File: src/verilog/epsm_defines.svh
`ifndef EPSM_DEFINES_SVH
`define EPSM_DEFINES_SVH

// ----------------------------------------------------------------
// Register byte offsets
// ----------------------------------------------------------------
`define EPSM_OFS_MODE_CTRL     12'h000
`define EPSM_OFS_SHUTDOWN_CTRL 12'h004
`define EPSM_OFS_TSEL_LOW      12'h008
`define EPSM_OFS_TSEL_HIGH     12'h00C
`define EPSM_OFS_STEER_CTRL    12'h010
`define EPSM_OFS_RESTART_DB    12'h014
`define EPSM_OFS_DUTY_HIGH     12'h018
`define EPSM_OFS_STATUS        12'h01C

// ----------------------------------------------------------------
// Reset values
// ----------------------------------------------------------------
`define EPSM_RST_MODE_CTRL     8'h00
`define EPSM_RST_SHUTDOWN_CTRL 8'h00
`define EPSM_RST_TSEL          8'h00
`define EPSM_RST_STEER_CTRL    8'h01
`define EPSM_RST_RESTART_DB    8'h00

// ----------------------------------------------------------------
// Field positions
// ----------------------------------------------------------------
`define EPSM_MODE_LSB          0
`define EPSM_DUTY_LOW_LSB      4
`define EPSM_OUTCFG_LSB        6
`define EPSM_STEER_SYNC_BIT    4
`define EPSM_SD_EVENT_BIT      7
`define EPSM_SD_BD_LSB         0
`define EPSM_SD_AC_LSB         2
`define EPSM_RESTART_BIT       7

// ----------------------------------------------------------------
// Mode codes
// ----------------------------------------------------------------
`define EPSM_MODE_OFF          4'h0
`define EPSM_MODE_CMP_TOGGLE   4'h2
`define EPSM_MODE_CMP_SET      4'h8
`define EPSM_MODE_CMP_CLR      4'h9
`define EPSM_MODE_PWM_HI       2'h3
`define EPSM_OUTCFG_SINGLE     2'h0

`endif

File: src/verilog/epsm_pkg.sv
package epsm_pkg;

    // Output configuration decode
    typedef enum logic [1:0]
    {
        EPSM_CFG_SINGLE,
        EPSM_CFG_FULL_FWD,
        EPSM_CFG_HALF,
        EPSM_CFG_FULL_REV
    } epsm_outcfg_t;

    // Unit operating class
    typedef enum logic [2:0]
    {
        EPSM_CLS_OFF,
        EPSM_CLS_CAPTURE,
        EPSM_CLS_COMPARE,
        EPSM_CLS_PWM,
        EPSM_CLS_RESERVED
    } epsm_class_t;

endpackage : epsm_pkg

File: src/verilog/epsm_pair_shutdown.sv
`timescale 1ns/1ps
`default_nettype none

// Drives one pin under shutdown: low, high or released.
module epsm_pair_shutdown
(
    // Normal path
    input  wire logic       pin_val,
    input  wire logic       pin_en,
    // Shutdown control
    input  wire logic       shut,
    input  wire logic [1:0] state,
    // Result
    output logic            out_val,
    output logic            out_en
);

    // ----------------------------------------------------------------
    // Shutdown override
    // ----------------------------------------------------------------
    // Only driven pins are overridden
    always_comb
    begin
        out_val = pin_val;
        out_en  = pin_en;
        if (shut && pin_en)
        begin
            out_val = state[0];
            out_en  = ~state[1];
        end
    end

endmodule : epsm_pair_shutdown

`default_nettype wire

File: src/verilog/epsm_capture_div.sv
`timescale 1ns/1ps
`default_nettype none

// Capture edge qualifier
module epsm_capture_div
(
    // Clock and reset
    input  wire logic       pclk,
    input  wire logic       presetn,
    input  wire logic       ce,
    // Control
    input  wire logic       enable,
    input  wire logic [1:0] sel,
    input  wire logic       pin_in,
    // Event
    output logic            capture
);

    typedef struct packed
    {
        logic       prev;
        logic [3:0] cnt;
    } epsm_cap_state_t;

    epsm_cap_state_t s_reg;
    epsm_cap_state_t s_next;
    logic            rise;
    logic            fall;

    // ----------------------------------------------------------------
    // Edge detection and prescale
    // ----------------------------------------------------------------
    always_comb
    begin
        s_next      = s_reg;
        rise        = pin_in & ~s_reg.prev;
        fall        = ~pin_in & s_reg.prev;
        capture     = 1'b0;
        s_next.prev = pin_in;
        if (!enable)
        begin
            s_next.cnt = 4'h0;
        end
        else
        begin
            unique case (sel)
                2'h0: capture = fall;
                2'h1: capture = rise;
                2'h2: capture = rise && (s_reg.cnt[1:0] == 2'h3);
                2'h3: capture = rise && (s_reg.cnt == 4'hF);
            endcase
            if (rise)
            begin
                s_next.cnt = s_reg.cnt + 4'h1;
            end
        end
    end

    // Prescaler state
    always_ff @(posedge pclk or negedge presetn)
    begin
        if (!presetn)
        begin
            s_reg <= '0;
        end
        else if (ce)
        begin
            s_reg <= s_next;
        end
    end

endmodule : epsm_capture_div

`default_nettype wire

File: src/verilog/epsm_unit.sv
// Implementation choices: the register addresses and the APB slave port.
`timescale 1ns/1ps
`default_nettype none
`include "epsm_defines.svh"

// ----------------------------------------------------------------
// Enhanced PWM mode decode and output steering
// ----------------------------------------------------------------
module epsm_unit
(
    // Clock and reset
    input  wire logic        pclk,
    input  wire logic        presetn,
    input  wire logic        ce,
    // APB slave
    input  wire logic        psel,
    input  wire logic        penable,
    input  wire logic        pwrite,
    input  wire logic [11:0] paddr,
    input  wire logic [31:0] pwdata,
    output logic      [31:0] prdata,
    output logic             pready,
    output logic             pslverr,
    // Period timers
    input  wire logic [2:0]  timer_period_match,
    input  wire logic [23:0] timer_count,
    input  wire logic        compare_match,
    // Capture input and shutdown sources
    input  wire logic        capture_pin,
    input  wire logic        shutdown_level,
    // Pins
    output logic      [3:0]  pin_out,
    output logic      [3:0]  pin_oe,
    // Events
    output logic             unit_interrupt_flag,
    output logic             capture_event
);

    // Whole unit state
    typedef struct packed
    {
        logic [7:0]  mode_ctrl;
        logic [7:0]  sd_ctrl;
        logic [7:0]  tsel_low;
        logic [1:0]  tsel_high;
        logic [4:0]  steer_ctrl;
        logic [3:0]  steer_active;
        logic [7:0]  restart_db;
        logic [7:0]  duty_high;
        logic        cmp_out;
        logic        pwm_raw;
        logic [3:0]  pin_out;
        logic [3:0]  pin_oe;
        logic [31:0] prdata;
        logic        pready;
        logic        pslverr;
        logic        irq;
        logic        cap;
    } epsm_state_t;

    epsm_state_t           s_reg;
    epsm_state_t           s_next;
    logic                  access;
    logic                  cap_hit;
    logic                  period_hit;
    logic [7:0]            tmr_cnt;
    logic [9:0]            duty;
    logic [3:0]            mode;
    logic                  steer_on;
    logic                  shut;
    logic [3:0]            mod_val;
    logic [3:0]            mod_en;
    logic [3:0]            sd_val;
    logic [3:0]            sd_en;
    epsm_pkg::epsm_outcfg_t cfg;

    // Mode class decode
    function automatic epsm_pkg::epsm_class_t mode_class(input logic [3:0] m);
        begin
            if (m == `EPSM_MODE_OFF)
                mode_class = epsm_pkg::EPSM_CLS_OFF;
            else if (m == 4'h1 || m == 4'h3)
                mode_class = epsm_pkg::EPSM_CLS_RESERVED;
            else if (m[3:2] == 2'h1)
                mode_class = epsm_pkg::EPSM_CLS_CAPTURE;
            else if (m[3:2] == `EPSM_MODE_PWM_HI)
                mode_class = epsm_pkg::EPSM_CLS_PWM;
            else
                mode_class = epsm_pkg::EPSM_CLS_COMPARE;
        end
    endfunction : mode_class

    // ----------------------------------------------------------------
    // Capture prescaler and shutdown override per pin
    // ----------------------------------------------------------------
    epsm_capture_div u_cap
    (
        .pclk    (pclk),
        .presetn (presetn),
        .ce      (ce),
        .enable  (mode_class(mode) == epsm_pkg::EPSM_CLS_CAPTURE),
        .sel     (mode[1:0]),
        .pin_in  (capture_pin),
        .capture (cap_hit)
    );

    genvar gi;
    generate
        for (gi = 0; gi < 4; gi++)
        begin : g_pin
            epsm_pair_shutdown u_sd
            (
                .pin_val (mod_val[gi]),
                .pin_en  (mod_en[gi]),
                .shut    (shut),
                .state   (gi[0] ? s_reg.sd_ctrl[`EPSM_SD_BD_LSB +: 2] : s_reg.sd_ctrl[`EPSM_SD_AC_LSB +: 2]),
                .out_val (sd_val[gi]),
                .out_en  (sd_en[gi])
            );
        end
    endgenerate

    // ----------------------------------------------------------------
    // Time base and pin waveform
    // ----------------------------------------------------------------
    always_comb
    begin
        mode     = s_reg.mode_ctrl[`EPSM_MODE_LSB +: 4];
        cfg      = epsm_pkg::epsm_outcfg_t'(s_reg.mode_ctrl[`EPSM_OUTCFG_LSB +: 2]);
        duty     = {s_reg.duty_high, s_reg.mode_ctrl[`EPSM_DUTY_LOW_LSB +: 2]};
        steer_on = (mode[3:2] == `EPSM_MODE_PWM_HI) && (cfg == epsm_pkg::EPSM_CFG_SINGLE);
        shut     = s_reg.sd_ctrl[`EPSM_SD_EVENT_BIT] | shutdown_level;
        // Reserved 11 uses the first timer
        unique case (s_reg.tsel_low[1:0])
            2'h1:    begin tmr_cnt = timer_count[15:8];  period_hit = timer_period_match[1]; end
            2'h2:    begin tmr_cnt = timer_count[23:16]; period_hit = timer_period_match[2]; end
            default: begin tmr_cnt = timer_count[7:0];   period_hit = timer_period_match[0]; end
        endcase
        mod_val = 4'h0;
        mod_en  = 4'h0;
        if (mode_class(mode) == epsm_pkg::EPSM_CLS_PWM)
        begin
            if (steer_on)
            begin
                // Pair polarity on every steered pin
                mod_val = {s_reg.pwm_raw ^ mode[0], s_reg.pwm_raw ^ mode[1],
                           s_reg.pwm_raw ^ mode[0], s_reg.pwm_raw ^ mode[1]};
                mod_en  = s_reg.steer_active;
            end
            else
            begin
                unique case (cfg)
                    epsm_pkg::EPSM_CFG_FULL_FWD:
                    begin
                        mod_val = {s_reg.pwm_raw ^ mode[0], mode[1], mode[0], ~mode[1]};
                        mod_en  = 4'hF;
                    end
                    epsm_pkg::EPSM_CFG_HALF:
                    begin
                        mod_val = {2'h0, ~s_reg.pwm_raw ^ mode[0], s_reg.pwm_raw ^ mode[1]};
                        mod_en  = 4'h3;
                    end
                    epsm_pkg::EPSM_CFG_FULL_REV:
                    begin
                        mod_val = {mode[0], ~mode[1], s_reg.pwm_raw ^ mode[0], mode[1]};
                        mod_en  = 4'hF;
                    end
                    default:
                    begin
                        mod_val = 4'h0;
                        mod_en  = 4'h0;
                    end
                endcase
            end
        end
        else if (mode_class(mode) == epsm_pkg::EPSM_CLS_COMPARE)
        begin
            mod_val = {3'h0, s_reg.cmp_out};
            mod_en  = 4'h1;
        end
    end

    // ----------------------------------------------------------------
    // Next state
    // ----------------------------------------------------------------
    always_comb
    begin
        s_next         = s_reg;
        access         = psel && penable && !s_reg.pready;
        s_next.pready  = access;
        s_next.pslverr = 1'b0;
        s_next.irq     = 1'b0;
        s_next.cap     = cap_hit;

        // PWM high while count below duty
        s_next.pwm_raw = ({tmr_cnt, 2'h0} < duty);

        // Synchronised steering moves at period match
        if (period_hit && s_reg.steer_ctrl[`EPSM_STEER_SYNC_BIT])
        begin
            s_next.steer_active = s_reg.steer_ctrl[3:0];
        end

        // Compare actions
        if (compare_match)
        begin
            unique case (mode)
                `EPSM_MODE_CMP_TOGGLE: s_next.cmp_out = ~s_reg.cmp_out;
                `EPSM_MODE_CMP_SET:    begin s_next.cmp_out = 1'b1; s_next.irq = 1'b1; end
                `EPSM_MODE_CMP_CLR:    begin s_next.cmp_out = 1'b0; s_next.irq = 1'b1; end
                default:               s_next.cmp_out = s_reg.cmp_out;
            endcase
        end

        // Auto restart clears event once level is gone
        if (s_reg.restart_db[`EPSM_RESTART_BIT] && !shutdown_level)
        begin
            s_next.sd_ctrl[`EPSM_SD_EVENT_BIT] = 1'b0;
        end

        // Off clears the compare output and PWM level; a mode write below still lands
        if (mode == `EPSM_MODE_OFF)
        begin
            s_next.cmp_out = 1'b0;
            s_next.pwm_raw = 1'b0;
        end

        // Register access
        if (access && pwrite)
        begin
            unique case (paddr)
                `EPSM_OFS_MODE_CTRL:
                begin
                    s_next.mode_ctrl = pwdata[7:0];
                    // Set and clear compare codes preset the opposite pin level; toggle does not
                    if (pwdata[3:0] == `EPSM_MODE_CMP_SET)
                        s_next.cmp_out = 1'b0;
                    else if (pwdata[3:0] == `EPSM_MODE_CMP_CLR)
                        s_next.cmp_out = 1'b1;
                end
                `EPSM_OFS_SHUTDOWN_CTRL:
                begin
                    s_next.sd_ctrl[6:0] = pwdata[6:0];
                    // Event bit locked while level persists
                    if (!shutdown_level)
                        s_next.sd_ctrl[`EPSM_SD_EVENT_BIT] = pwdata[7];
                end
                `EPSM_OFS_TSEL_LOW:   s_next.tsel_low   = pwdata[7:0];
                `EPSM_OFS_TSEL_HIGH:  s_next.tsel_high  = pwdata[1:0];
                `EPSM_OFS_STEER_CTRL:
                begin
                    s_next.steer_ctrl = pwdata[4:0];
                    if (!pwdata[`EPSM_STEER_SYNC_BIT])
                        s_next.steer_active = pwdata[3:0];
                end
                `EPSM_OFS_RESTART_DB: s_next.restart_db = pwdata[7:0];
                `EPSM_OFS_DUTY_HIGH:  s_next.duty_high  = pwdata[7:0];
                `EPSM_OFS_STATUS:     s_next.pslverr    = 1'b1;
                default:              s_next.pslverr    = 1'b1;
            endcase
        end
        else if (access)
        begin
            unique case (paddr)
                `EPSM_OFS_MODE_CTRL:     s_next.prdata = {24'h0, s_reg.mode_ctrl};
                `EPSM_OFS_SHUTDOWN_CTRL: s_next.prdata = {24'h0, s_reg.sd_ctrl};
                `EPSM_OFS_TSEL_LOW:      s_next.prdata = {24'h0, s_reg.tsel_low};
                `EPSM_OFS_TSEL_HIGH:     s_next.prdata = {30'h0, s_reg.tsel_high};
                `EPSM_OFS_STEER_CTRL:    s_next.prdata = {27'h0, s_reg.steer_ctrl};
                `EPSM_OFS_RESTART_DB:    s_next.prdata = {24'h0, s_reg.restart_db};
                `EPSM_OFS_DUTY_HIGH:     s_next.prdata = {24'h0, s_reg.duty_high};
                `EPSM_OFS_STATUS:        s_next.prdata = {23'h0, steer_on, s_reg.steer_active, s_reg.cmp_out,
                                                          mode_class(mode)};
                default:
                begin
                    s_next.prdata  = 32'h0000_0000;
                    s_next.pslverr = 1'b1;
                end
            endcase
        end

        // Level shutdown sets event bit; set wins
        if (shutdown_level)
        begin
            s_next.sd_ctrl[`EPSM_SD_EVENT_BIT] = 1'b1;
        end

        // Registered pins
        s_next.pin_out = sd_val;
        s_next.pin_oe  = sd_en;
    end

    // State register
    always_ff @(posedge pclk or negedge presetn)
    begin
        if (!presetn)
        begin
            s_reg              <= '0;
            s_reg.steer_ctrl   <= 5'(`EPSM_RST_STEER_CTRL);
            s_reg.steer_active <= 4'h1;
        end
        else if (ce)
        begin
            s_reg <= s_next;
        end
    end

    // Outputs straight from flip-flops
    assign prdata              = s_reg.prdata;
    assign pready              = s_reg.pready;
    assign pslverr             = s_reg.pslverr;
    assign pin_out             = s_reg.pin_out;
    assign pin_oe              = s_reg.pin_oe;
    assign unit_interrupt_flag = s_reg.irq;
    assign capture_event       = s_reg.cap;

endmodule : epsm_unit

`default_nettype wire

File: config.mk
export PLATFORM = sky130hd
export DESIGN_NAME = epsm_unit
export DESIGN_NICKNAME = d
export VERILOG_FILES = /design/src/verilog/epsm_pkg.sv /design/src/verilog/epsm_pair_shutdown.sv /design/src/verilog/epsm_capture_div.sv /design/src/verilog/epsm_unit.sv
export VERILOG_INCLUDE_DIRS = /design/src /design/src/verilog
export SDC_FILE = /design/constraint.sdc
export NUM_CORES = 1
export LEC_CHECK = 0
export ABC_CLOCK_PERIOD_IN_PS = 3500
export BUFFER_PORTS_ARGS = -buffer_cell sky130_fd_sc_hd__buf_4
export CORE_ASPECT_RATIO = 0.7
export CORE_UTILIZATION = 54
export CTS_CLUSTER_SIZE = 20
export DETAILED_ROUTE_END_ITERATION = 16
export PLACE_DENSITY = 0.81
export RECOVER_POWER = 50
export SYNTH_ARGS = -nofsm -noshare
export SYNTH_HDL_FRONTEND = slang
export SYNTH_SLANG_ARGS = --single-unit
File: constraint.sdc
create_clock -name pclk -period 3.5 [get_ports pclk]
set_input_delay 0.35 -clock pclk [delete_from_list [all_inputs] [get_ports pclk]]
set_output_delay 0.35 -clock pclk [all_outputs]
set_load 0.005 [all_outputs]
Word-level counts from Yosys, hierarchy flattened
Cells that the tools add are included.
{"block": "totals", "regBits": 102, "input_bits": 80, "out_inout_bits": 44, "word_cells": 150}
{"block": "classes", "n_addsub": 1, "order_cmp": 1, "n_eq_ne": 30, "mux": 52, "bitwise_logic": 14, "n_reduce_logical": 32}
{"cell": "9-bit case mux with 8 select lines", "count": 1}
{"cell": "12-bit by 5-bit == test with 1-bit output, second input constant", "count": 4}
{"cell": "44-bit two-way mux", "count": 1}
{"cell": "4-bit two-way mux", "count": 8}
{"cell": "8-bit two-way mux", "count": 4}
{"cell": "1-bit two-way mux", "count": 25}
{"cell": "12-bit by 4-bit == test with 1-bit output, second input constant", "count": 2}
{"cell": "3-bit AND reduction", "count": 8}
{"cell": "4-bit == test, second input constant", "count": 5}
{"cell": "8-bit case mux with 2 select lines", "count": 1}
{"cell": "2-bit == test, second input constant", "count": 7}
{"cell": "12-bit by 3-bit == test with 1-bit output, second input constant", "count": 1}
{"cell": "1-bit logical AND", "count": 12}
{"cell": "12-bit logical NOT", "count": 1}
{"cell": "3-bit two-way mux", "count": 4}
{"cell": "4-bit case mux with 3 select lines", "count": 1}
{"cell": "10-bit less-than comparator", "count": 1}
{"cell": "9-bit two-way mux", "count": 1}
{"cell": "2-bit by 1-bit == test with 1-bit output, second input constant", "count": 4}
{"cell": "4-bit by 2-bit == test with 1-bit output, second input constant", "count": 2}
{"cell": "1-bit inverter", "count": 8}
{"cell": "4-bit case mux with 2 select lines", "count": 1}
{"cell": "8-bit OR reduction", "count": 1}
{"cell": "7-bit OR reduction", "count": 1}
{"cell": "other kinds (18)", "count": 26}

Depth between registers and ports, before layout
Gate-level depths: netlist (run 1).
{"block": "depth", "ltp_word": 12, "ltp_mapped": 12, "mapped_depth_nobuf": 10}

Hierarchy
A second synthesis (run 1) with hierarchy kept.
{"block": "unflattened", "cells_unflattened": 483, "area_unflattened_um2": 4903.5}
{"module": "epsm_unit", "instances": 1, "cells_each": 436, "area_each_um2": 4468.0, "seq_area_each_um2": 1854.3}
{"module": "epsm_capture_div", "instances": 1, "cells_each": 35, "area_each_um2": 330.3, "seq_area_each_um2": 125.1}
{"module": "epsm_pair_shutdown", "instances": 4, "cells_each": 3, "area_each_um2": 26.3, "seq_area_each_um2": 0.0}

Worst setup path before layout (run 1)
Ideal clock, no wire load.
{"block": "synth_path", "path_type": "register -> register", "from": "register s_reg[73] (netlist name)", "to": "register s_reg[44] (netlist name)", "setup_time_ps": 121, "arrival_ps": 2302, "required_ps": 3379, "path_slack_ps": 1078, "stages_incl_launch_ff": 13, "n_path_buf": 2, "period_less_slack_ps": 2422, "cell_sequence": "dfrtp_1 > inv_1 > ha_1 > clkbuf_1 > clkbuf_1 > nand2_1 > o21ai_0 > ha_1 > nor4bb_1 > o21ai_0 > a221oi_1 > o211ai_1 > a22o_1"}
{"block": "synth_via", "elab_chain_cells": 4, "word_cells_on_any_way": 5, "classes_between": "1 x order compare; 2 x eq/ne; 2 x mux"}
{"item": "from (decl)", "line_no": "epsm_unit.sv:61", "text": "epsm_state_t s_reg;"}
{"item": "from (signal assigned)", "line_no": "epsm_unit.sv:304", "text": "s_reg <= s_next;"}
{"item": "2-bit == test or 2-bit by 1-bit == test with 1-bit output (tied branches)", "line_no": "epsm_unit.sv:134", "text": "unique case (s_reg.tsel_low[1:0])"}
{"item": "8-bit case mux with 2 select lines (*)", "line_no": "epsm_unit.sv:134"}
{"item": "10-bit less-than comparator (*)", "line_no": "epsm_unit.sv:196", "text": "s_next.pwm_raw = ({tmr_cnt, 2'h0} < duty);"}
{"item": "2-bit two-way mux (*)", "line_no": "epsm_unit.sv:222", "text": "if (mode == `EPSM_MODE_OFF)"}
Mark *: on every way between the ends. The rest lies on a longest branch, timed or not.
A chain may end at the register's enable or synchronous reset.

Final worst setup path (run 1)
Ends and elaborated chain as after synthesis.

==> flow_summary.yaml, run 1 <==
critical_path:
  worst_r2r_path_depth: 9
  cp_num_buf_inv: 1
  critPathMaxFanout: 18
  cp-start-kind: "flip-flop"
  crit_family: "compound AO/OA/AOI/OAI gates"
  regToRegSetupSlack_ns: 0.83
  max_stage_delay_ns: 0.58
  crit_arrival_ns: 2.89
  cp-end-kind: "flip-flop"
  path_class: "reg -> reg"
  rr_endpoint: "s_reg[44]"
  slowest_stage: "ha_1"
  crit_required_ns: 3.72
  rr_startpoint: "s_reg[73]"
  cp_cell_sequence: "inv_1 > ha_1 > o21ai_0 > ha_1 > nor4bb_1 > o21ai_0 > a221oi_1 > o211ai_1 > a22o_1"
floorplanning:
  die_area_mm2: 0.00935
  die_h_um: 81.2
  initial_core_util: 0.564
  die_w_um: 115
  ios: 124
  rows: 28
  coreArea_mm2: 0.00858
finish:
  largest_reg_flops: 37
  antenna_cells: 0
  drive_above_1_share: 0.320
  layout.nets: 608
  syn_to_final_growth_pct: 14.1
  design_area_mm2: 0.00552
  final_cells: 642
timing:
  fmax_mhz: 375
  relSlewSlack: -0.296
  slew_violations: 80
  tns_ns: 0
  finalHoldViolations: 0
  post-route-period-util: 0.762
  fin_crit_ns: 2.67
  rsz0062_at_grt: "no"
  worst_pin_slew_ns: 1.94
  setup_slack_ns: 0.835
  fin_worst_skew_ns: 0.00565
  finalSetupViolCount: 0
route:
  drt_wl_total_um: 11600
  drc: 0
  drt_first_pass_iters: 6
  first_iter_violations: 345
  routed_via_density: 5.89
  antenna_left: 0
  vias: 3784
  wl_per_cell_um: 18.1
job:
  max-cap-violations: 1
cts:
  clock_sinks: 79
  cts_tree: "built"
  clk_path_buf_depth: 2
  clock_latency_ns: 0.34
  postCtsSetupBuffers: 0
  clk_pin_slew_ns: 0.06
  htree_num_levels: 3
  cts_inserted_buffers: 9
  cts_hold_buffers: 0
  ctsResizeCount: 0
  clockRootBuffer: "clkbuf_16"
pwr:
  p_clk_frac: 0.464
  p_per_area_mw_per_mm2: 366
  power_switching_mw: 0.464
  p_leak_nw: 2.60
  p_comb_frac: 0.080
  power_frac_seq: 0.456
  power.total_mw: 2.02
  max-vdd-ir-drop_v: 0.000217
  cell_internal_pwr_mw: 1.56
  sw_frac_of_total: 0.229
global_routing:
  antenna_found_initial: 0
  grt_pass1_vias: 3596
  grt_use_total: 0.264
  grt_pass1_wl_um: 18300
  grt_max_degree: 80
  grt-ovfl-total: 0
min_path:
  min_path_type: "in -> reg"
  min-delay-start: "capture_pin"
  min_to: "u_cap.s_reg[4]"
  worstHoldPathCells: 2
logic_synthesis:
  synthTopCellsByArea: "dfrtp_1 (40%), mux2_2 (12%), buf_4 (6.4%), ha_1 (2.8%), nand2_1 (2.8%)"
  synthDistinctLibCells: 66
  syn_inst: 473
  synth-edff-count: 0
  synth_top_area_cell: "dfrtp_1"
  syn_area_mm2: 0.00484
  synth_area_per_cell_um2: 10.2
  ys_ff_latch: 79
  synth-seq-area-share: 0.409
  async_flop_share: 1.00
  ys_warn_count: 0
  synth.most_common_cell: "dfrtp_1"
  ys.flop_type: "dfrtp_1"
  synth_commonest_cells: "dfrtp_1 (77), mux2_2 (53), buf_4 (41), nand2_1 (36), o21ai_0 (20)"
  synth_top_cell_area_share: 0.398
placement:
  gp_congestion: 0.868
  placed_area_mm2: 0.00523
  dp_slack_ns: 0.874
  portBuffers: 76
  dp.cells: 626
  dp_hpwl_um: 8400
outcome:
  status: "complete, but fails checks"
  violations: "max-capacitance violations, max-slew violations"
[metrics by stage]
stage / util / hold slack [ns]
after global routing: 0.643 / 0.267
final: 0.643 / 0.266
after global placement: 0.609 / 0.461
after detailed placement: 0.609 / 0.470
after CTS: 0.644 / 0.212
after floorplan: - / 0.0544
[layout by cell type, fill, tap and decap left out, types with 5 or more instances in the layout]
cell,netlist,final
a21o_1,5,5
a21oi_1,19,19
a221oi_1,8,8
a22oi_1,11,11
buf_4,41,70
clkbuf_16,0,9
clkbuf_4,0,7
conb_1,1,23
dfrtp_1,77,77
ha_1,11,11
inv_1,19,19
mux2_1,6,6
mux2_2,53,53
mux2i_1,9,9
nand2_1,36,36
nand3_1,5,5
nand3b_1,5,5
nor2_1,17,17
nor2b_1,8,8
nor3_1,7,7
nor3b_1,6,6
o21ai_0,20,20
o31ai_1,6,6
[metal layers]
metal  wire, µm  vias up  part of all wire  track usage
li1           -     1745                 -            -
met1       5030     1842              0.43        0.350
met2       5360      173              0.46        0.419
met3       1040       24             0.089       0.0657
met4        199        0             0.017       0.0922
met5          0        -                 0       0.0444
[worst register-to-register path, cell delays in order, from the launching register on]
cell,delay (ns)
dfrtp_1,0.38
inv_1,0.05
ha_1,0.58
o21ai_0,0.20
ha_1,0.33
nor4bb_1,0.25
o21ai_0,0.16
a221oi_1,0.28
o211ai_1,0.12
a22o_1,0.20
[logic make-up after synthesis]
logic type	synth area share
xor gates and xnor gates	0.00724
muxes	0.165
other	0.000775
buffers and inverters	0.105
DFF	0.409
AOI/OAI and AO/OA	0.147
adders and majority gates	0.0285
and+or+nand+nor	0.137
[how the worst max path moves through the flow]
stage	from	to	slack, ns	cells after the start
2_1_floorplan	s_reg[73]	s_reg[44]	1.08	12
4_1_cts	s_reg[73]	s_reg[44]	0.85	9
3_5_place_dp	s_reg[73]	s_reg[44]	0.87	9
6_report	s_reg[73]	s_reg[44]	0.83	9
3_3_place_gp	s_reg[73]	s_reg[44]	0.96	9
5_1_grt	s_reg[73]	s_reg[44]	0.51	9
[area by class of cell]
cell class              instances  area, µm²
inverters                      20       77.6
clock inverters                 5       56.3
multi-input cells             329       2430
well taps                     120        150
fillers                       670       3060
clock buffers                  11        243
flip-flops and latches         79       1980
repair buffers                 78        583
[power by group through the flow]
stage               Clock (mW)  Sequential [mW]  Combinational [mW]
CTS                      0.954            0.923               0.162
global route             0.986            0.923               0.179
global placement             0            0.939               0.158
detailed placement           0            0.939               0.162
floorplan                    0            0.938              0.0895
finish                   0.938            0.923               0.162
(Power assumes the default switching activity.)
==> inputs of run 2 (changes only) <==
ABC_CLOCK_PERIOD_IN_PS = 2670   (was 3500)
clock period = 2.67 ns   (was 3.5 ns; I/O delays follow)
==> flow_summary.yaml, run 2 (synthesis results as in run 1) <==
cts:
  clockRootBuffer: "clkbuf_16"
  cts_tree: "built"
  cts_hold_buffers: 0
  postCtsSetupBuffers: 0
  clk_path_buf_depth: 2
  clock_latency_ns: 0.34
  clock_sinks: 79
  htree_num_levels: 3
  clk_pin_slew_ns: 0.06
  ctsResizeCount: 0
  cts_inserted_buffers: 9
finish:
  antenna_cells: 0
  final_cell_mix: "dfrtp_1 (77), buf_4 (72), mux2_2 (53)"
  layout_commonest_cell: "dfrtp_1"
  syn_to_final_growth_pct: 14.5
  design_area_mm2: 0.00554
  layout.nets: 611
  largest_reg_flops: 37
  drive_above_1_share: 0.322
route:
  routed_via_density: 5.91
  wl_per_cell_um: 17.9
  vias: 3811
  drc: 0
  drt_first_pass_iters: 4
  drt_wl_total_um: 11600
  first_iter_violations: 272
  antenna_left: 0
critical_path:
  cp-end-kind: "flip-flop"
  crit_required_ns: 2.90
  critPathMaxFanout: 9
  crit_arrival_ns: 2.79
  path_class: "reg -> reg"
  worst_r2r_path_depth: 10
  cp-start-kind: "flip-flop"
floorplanning:
  die_h_um: 81.2
  ios: 124
  coreArea_mm2: 0.00858
  rows: 28
  initial_core_util: 0.564
  die_w_um: 115
  die_area_mm2: 0.00935
timing:
  tns_ns: 0
  finalSetupViolCount: 0
  slew_violations: 80
  rsz0062_at_grt: "no"
  fin_worst_skew_ns: 0.00452
  post-route-period-util: 0.959
  fmax_mhz: 390
  finalHoldViolations: 0
  fin_crit_ns: 2.56
  worst_pin_slew_ns: 1.97
  relSlewSlack: -0.315
pwr:
  p_per_area_mw_per_mm2: 476
  p_leak_nw: 2.61
  max-vdd-ir-drop_v: 0.000297
job:
  max-cap-violations: 1
global_routing:
  grt-ovfl-total: 0
  grt_use_total: 0.264
  grt_pass1_wl_um: 18400
  grt_max_degree: 80
  antenna_found_initial: 0
  grt_pass1_vias: 3691
outcome:
  violations: "max-capacitance violations, max-slew violations"
  status: "complete, but fails checks"
min_path:
  min_path_type: "in -> reg"
  worstHoldPathCells: 2
placement:
  placed_area_mm2: 0.00525
  dp_hpwl_um: 8290
  portBuffers: 76
  gp_congestion: 0.880
-- run 2: path summary, 6_finish.rpt --
kind                               to       from  slack [ns]
setup / recovery            s_reg[44]  s_reg[73]        0.11
hold reg to reg             prdata[3]  prdata[3]        0.48
max in group asynchronous     mode[0]    presetn        1.02
min in group asynchronous  pin_out[1]    presetn        0.45
hold / removal                 cfg[0]  pwdata[6]        0.18
setup reg to reg            s_reg[44]  s_reg[73]        0.11
-- run 2: layer usage --
| layer | global-route usage | wire length, µm |
|---|---|---|
| met3 | 0.0590 | 705 |
| met5 | 0 | 0 |
| met4 | 0.0961 | 211 |
| met1 | 0.359 | 5380 |
| met2 | 0.417 | 5270 |
-- run 2: per-stage QoR --
stage | worst slack, ns | total power [mW] | hold slack [ns] | cells | util
2_1_floorplan | 0.248 | 1.35 | -0.0286 | 495 | -
3_3_place_gp | 0.280 | 1.44 | 0.462 | 629 | 0.611
3_5_place_dp | 0.166 | 1.44 | 0.472 | 629 | 0.611
4_1_cts | 0.157 | 2.65 | 0.136 | 645 | 0.645
5_1_grt | 0.0135 | 2.72 | 0.178 | 645 | 0.645
6_report | 0.109 | 2.63 | 0.179 | 645 | 0.645
-- run 2: worst max-delay path: stages, from the launching register on --
cell	delay, ns
dfrtp_1	0.39
inv_1	0.06
ha_1	0.32
a22oi_1	0.21
o21ai_0	0.10
ha_1	0.30
nor4bb_1	0.26
o21ai_0	0.15
a221oi_1	0.33
o211ai_1	0.12
a22o_1	0.21
-- run 2: final cells by class --
| class | count | area, µm² |
|---|---|---|
| Clock buffer | 12 | 246 |
| Clock inverter | 4 | 45.0 |
| Fill cell | 679 | 3050 |
| Inverter | 20 | 77.6 |
| Multi-Input combinational cell | 329 | 2430 |
| Sequential cell | 79 | 1980 |
| Tap cell | 120 | 150 |
| Timing Repair Buffer | 81 | 606 |
-- run 2: power by group --
| part | internal (mW) | switching, mW | total, mW |
|---|---|---|---|
| sequential | 1.20 | 0.00657 | 1.21 |
| combinational | 0.0905 | 0.123 | 0.213 |
| clock | 0.745 | 0.466 | 1.21 |
| total | 2.04 | 0.595 | 2.63 |
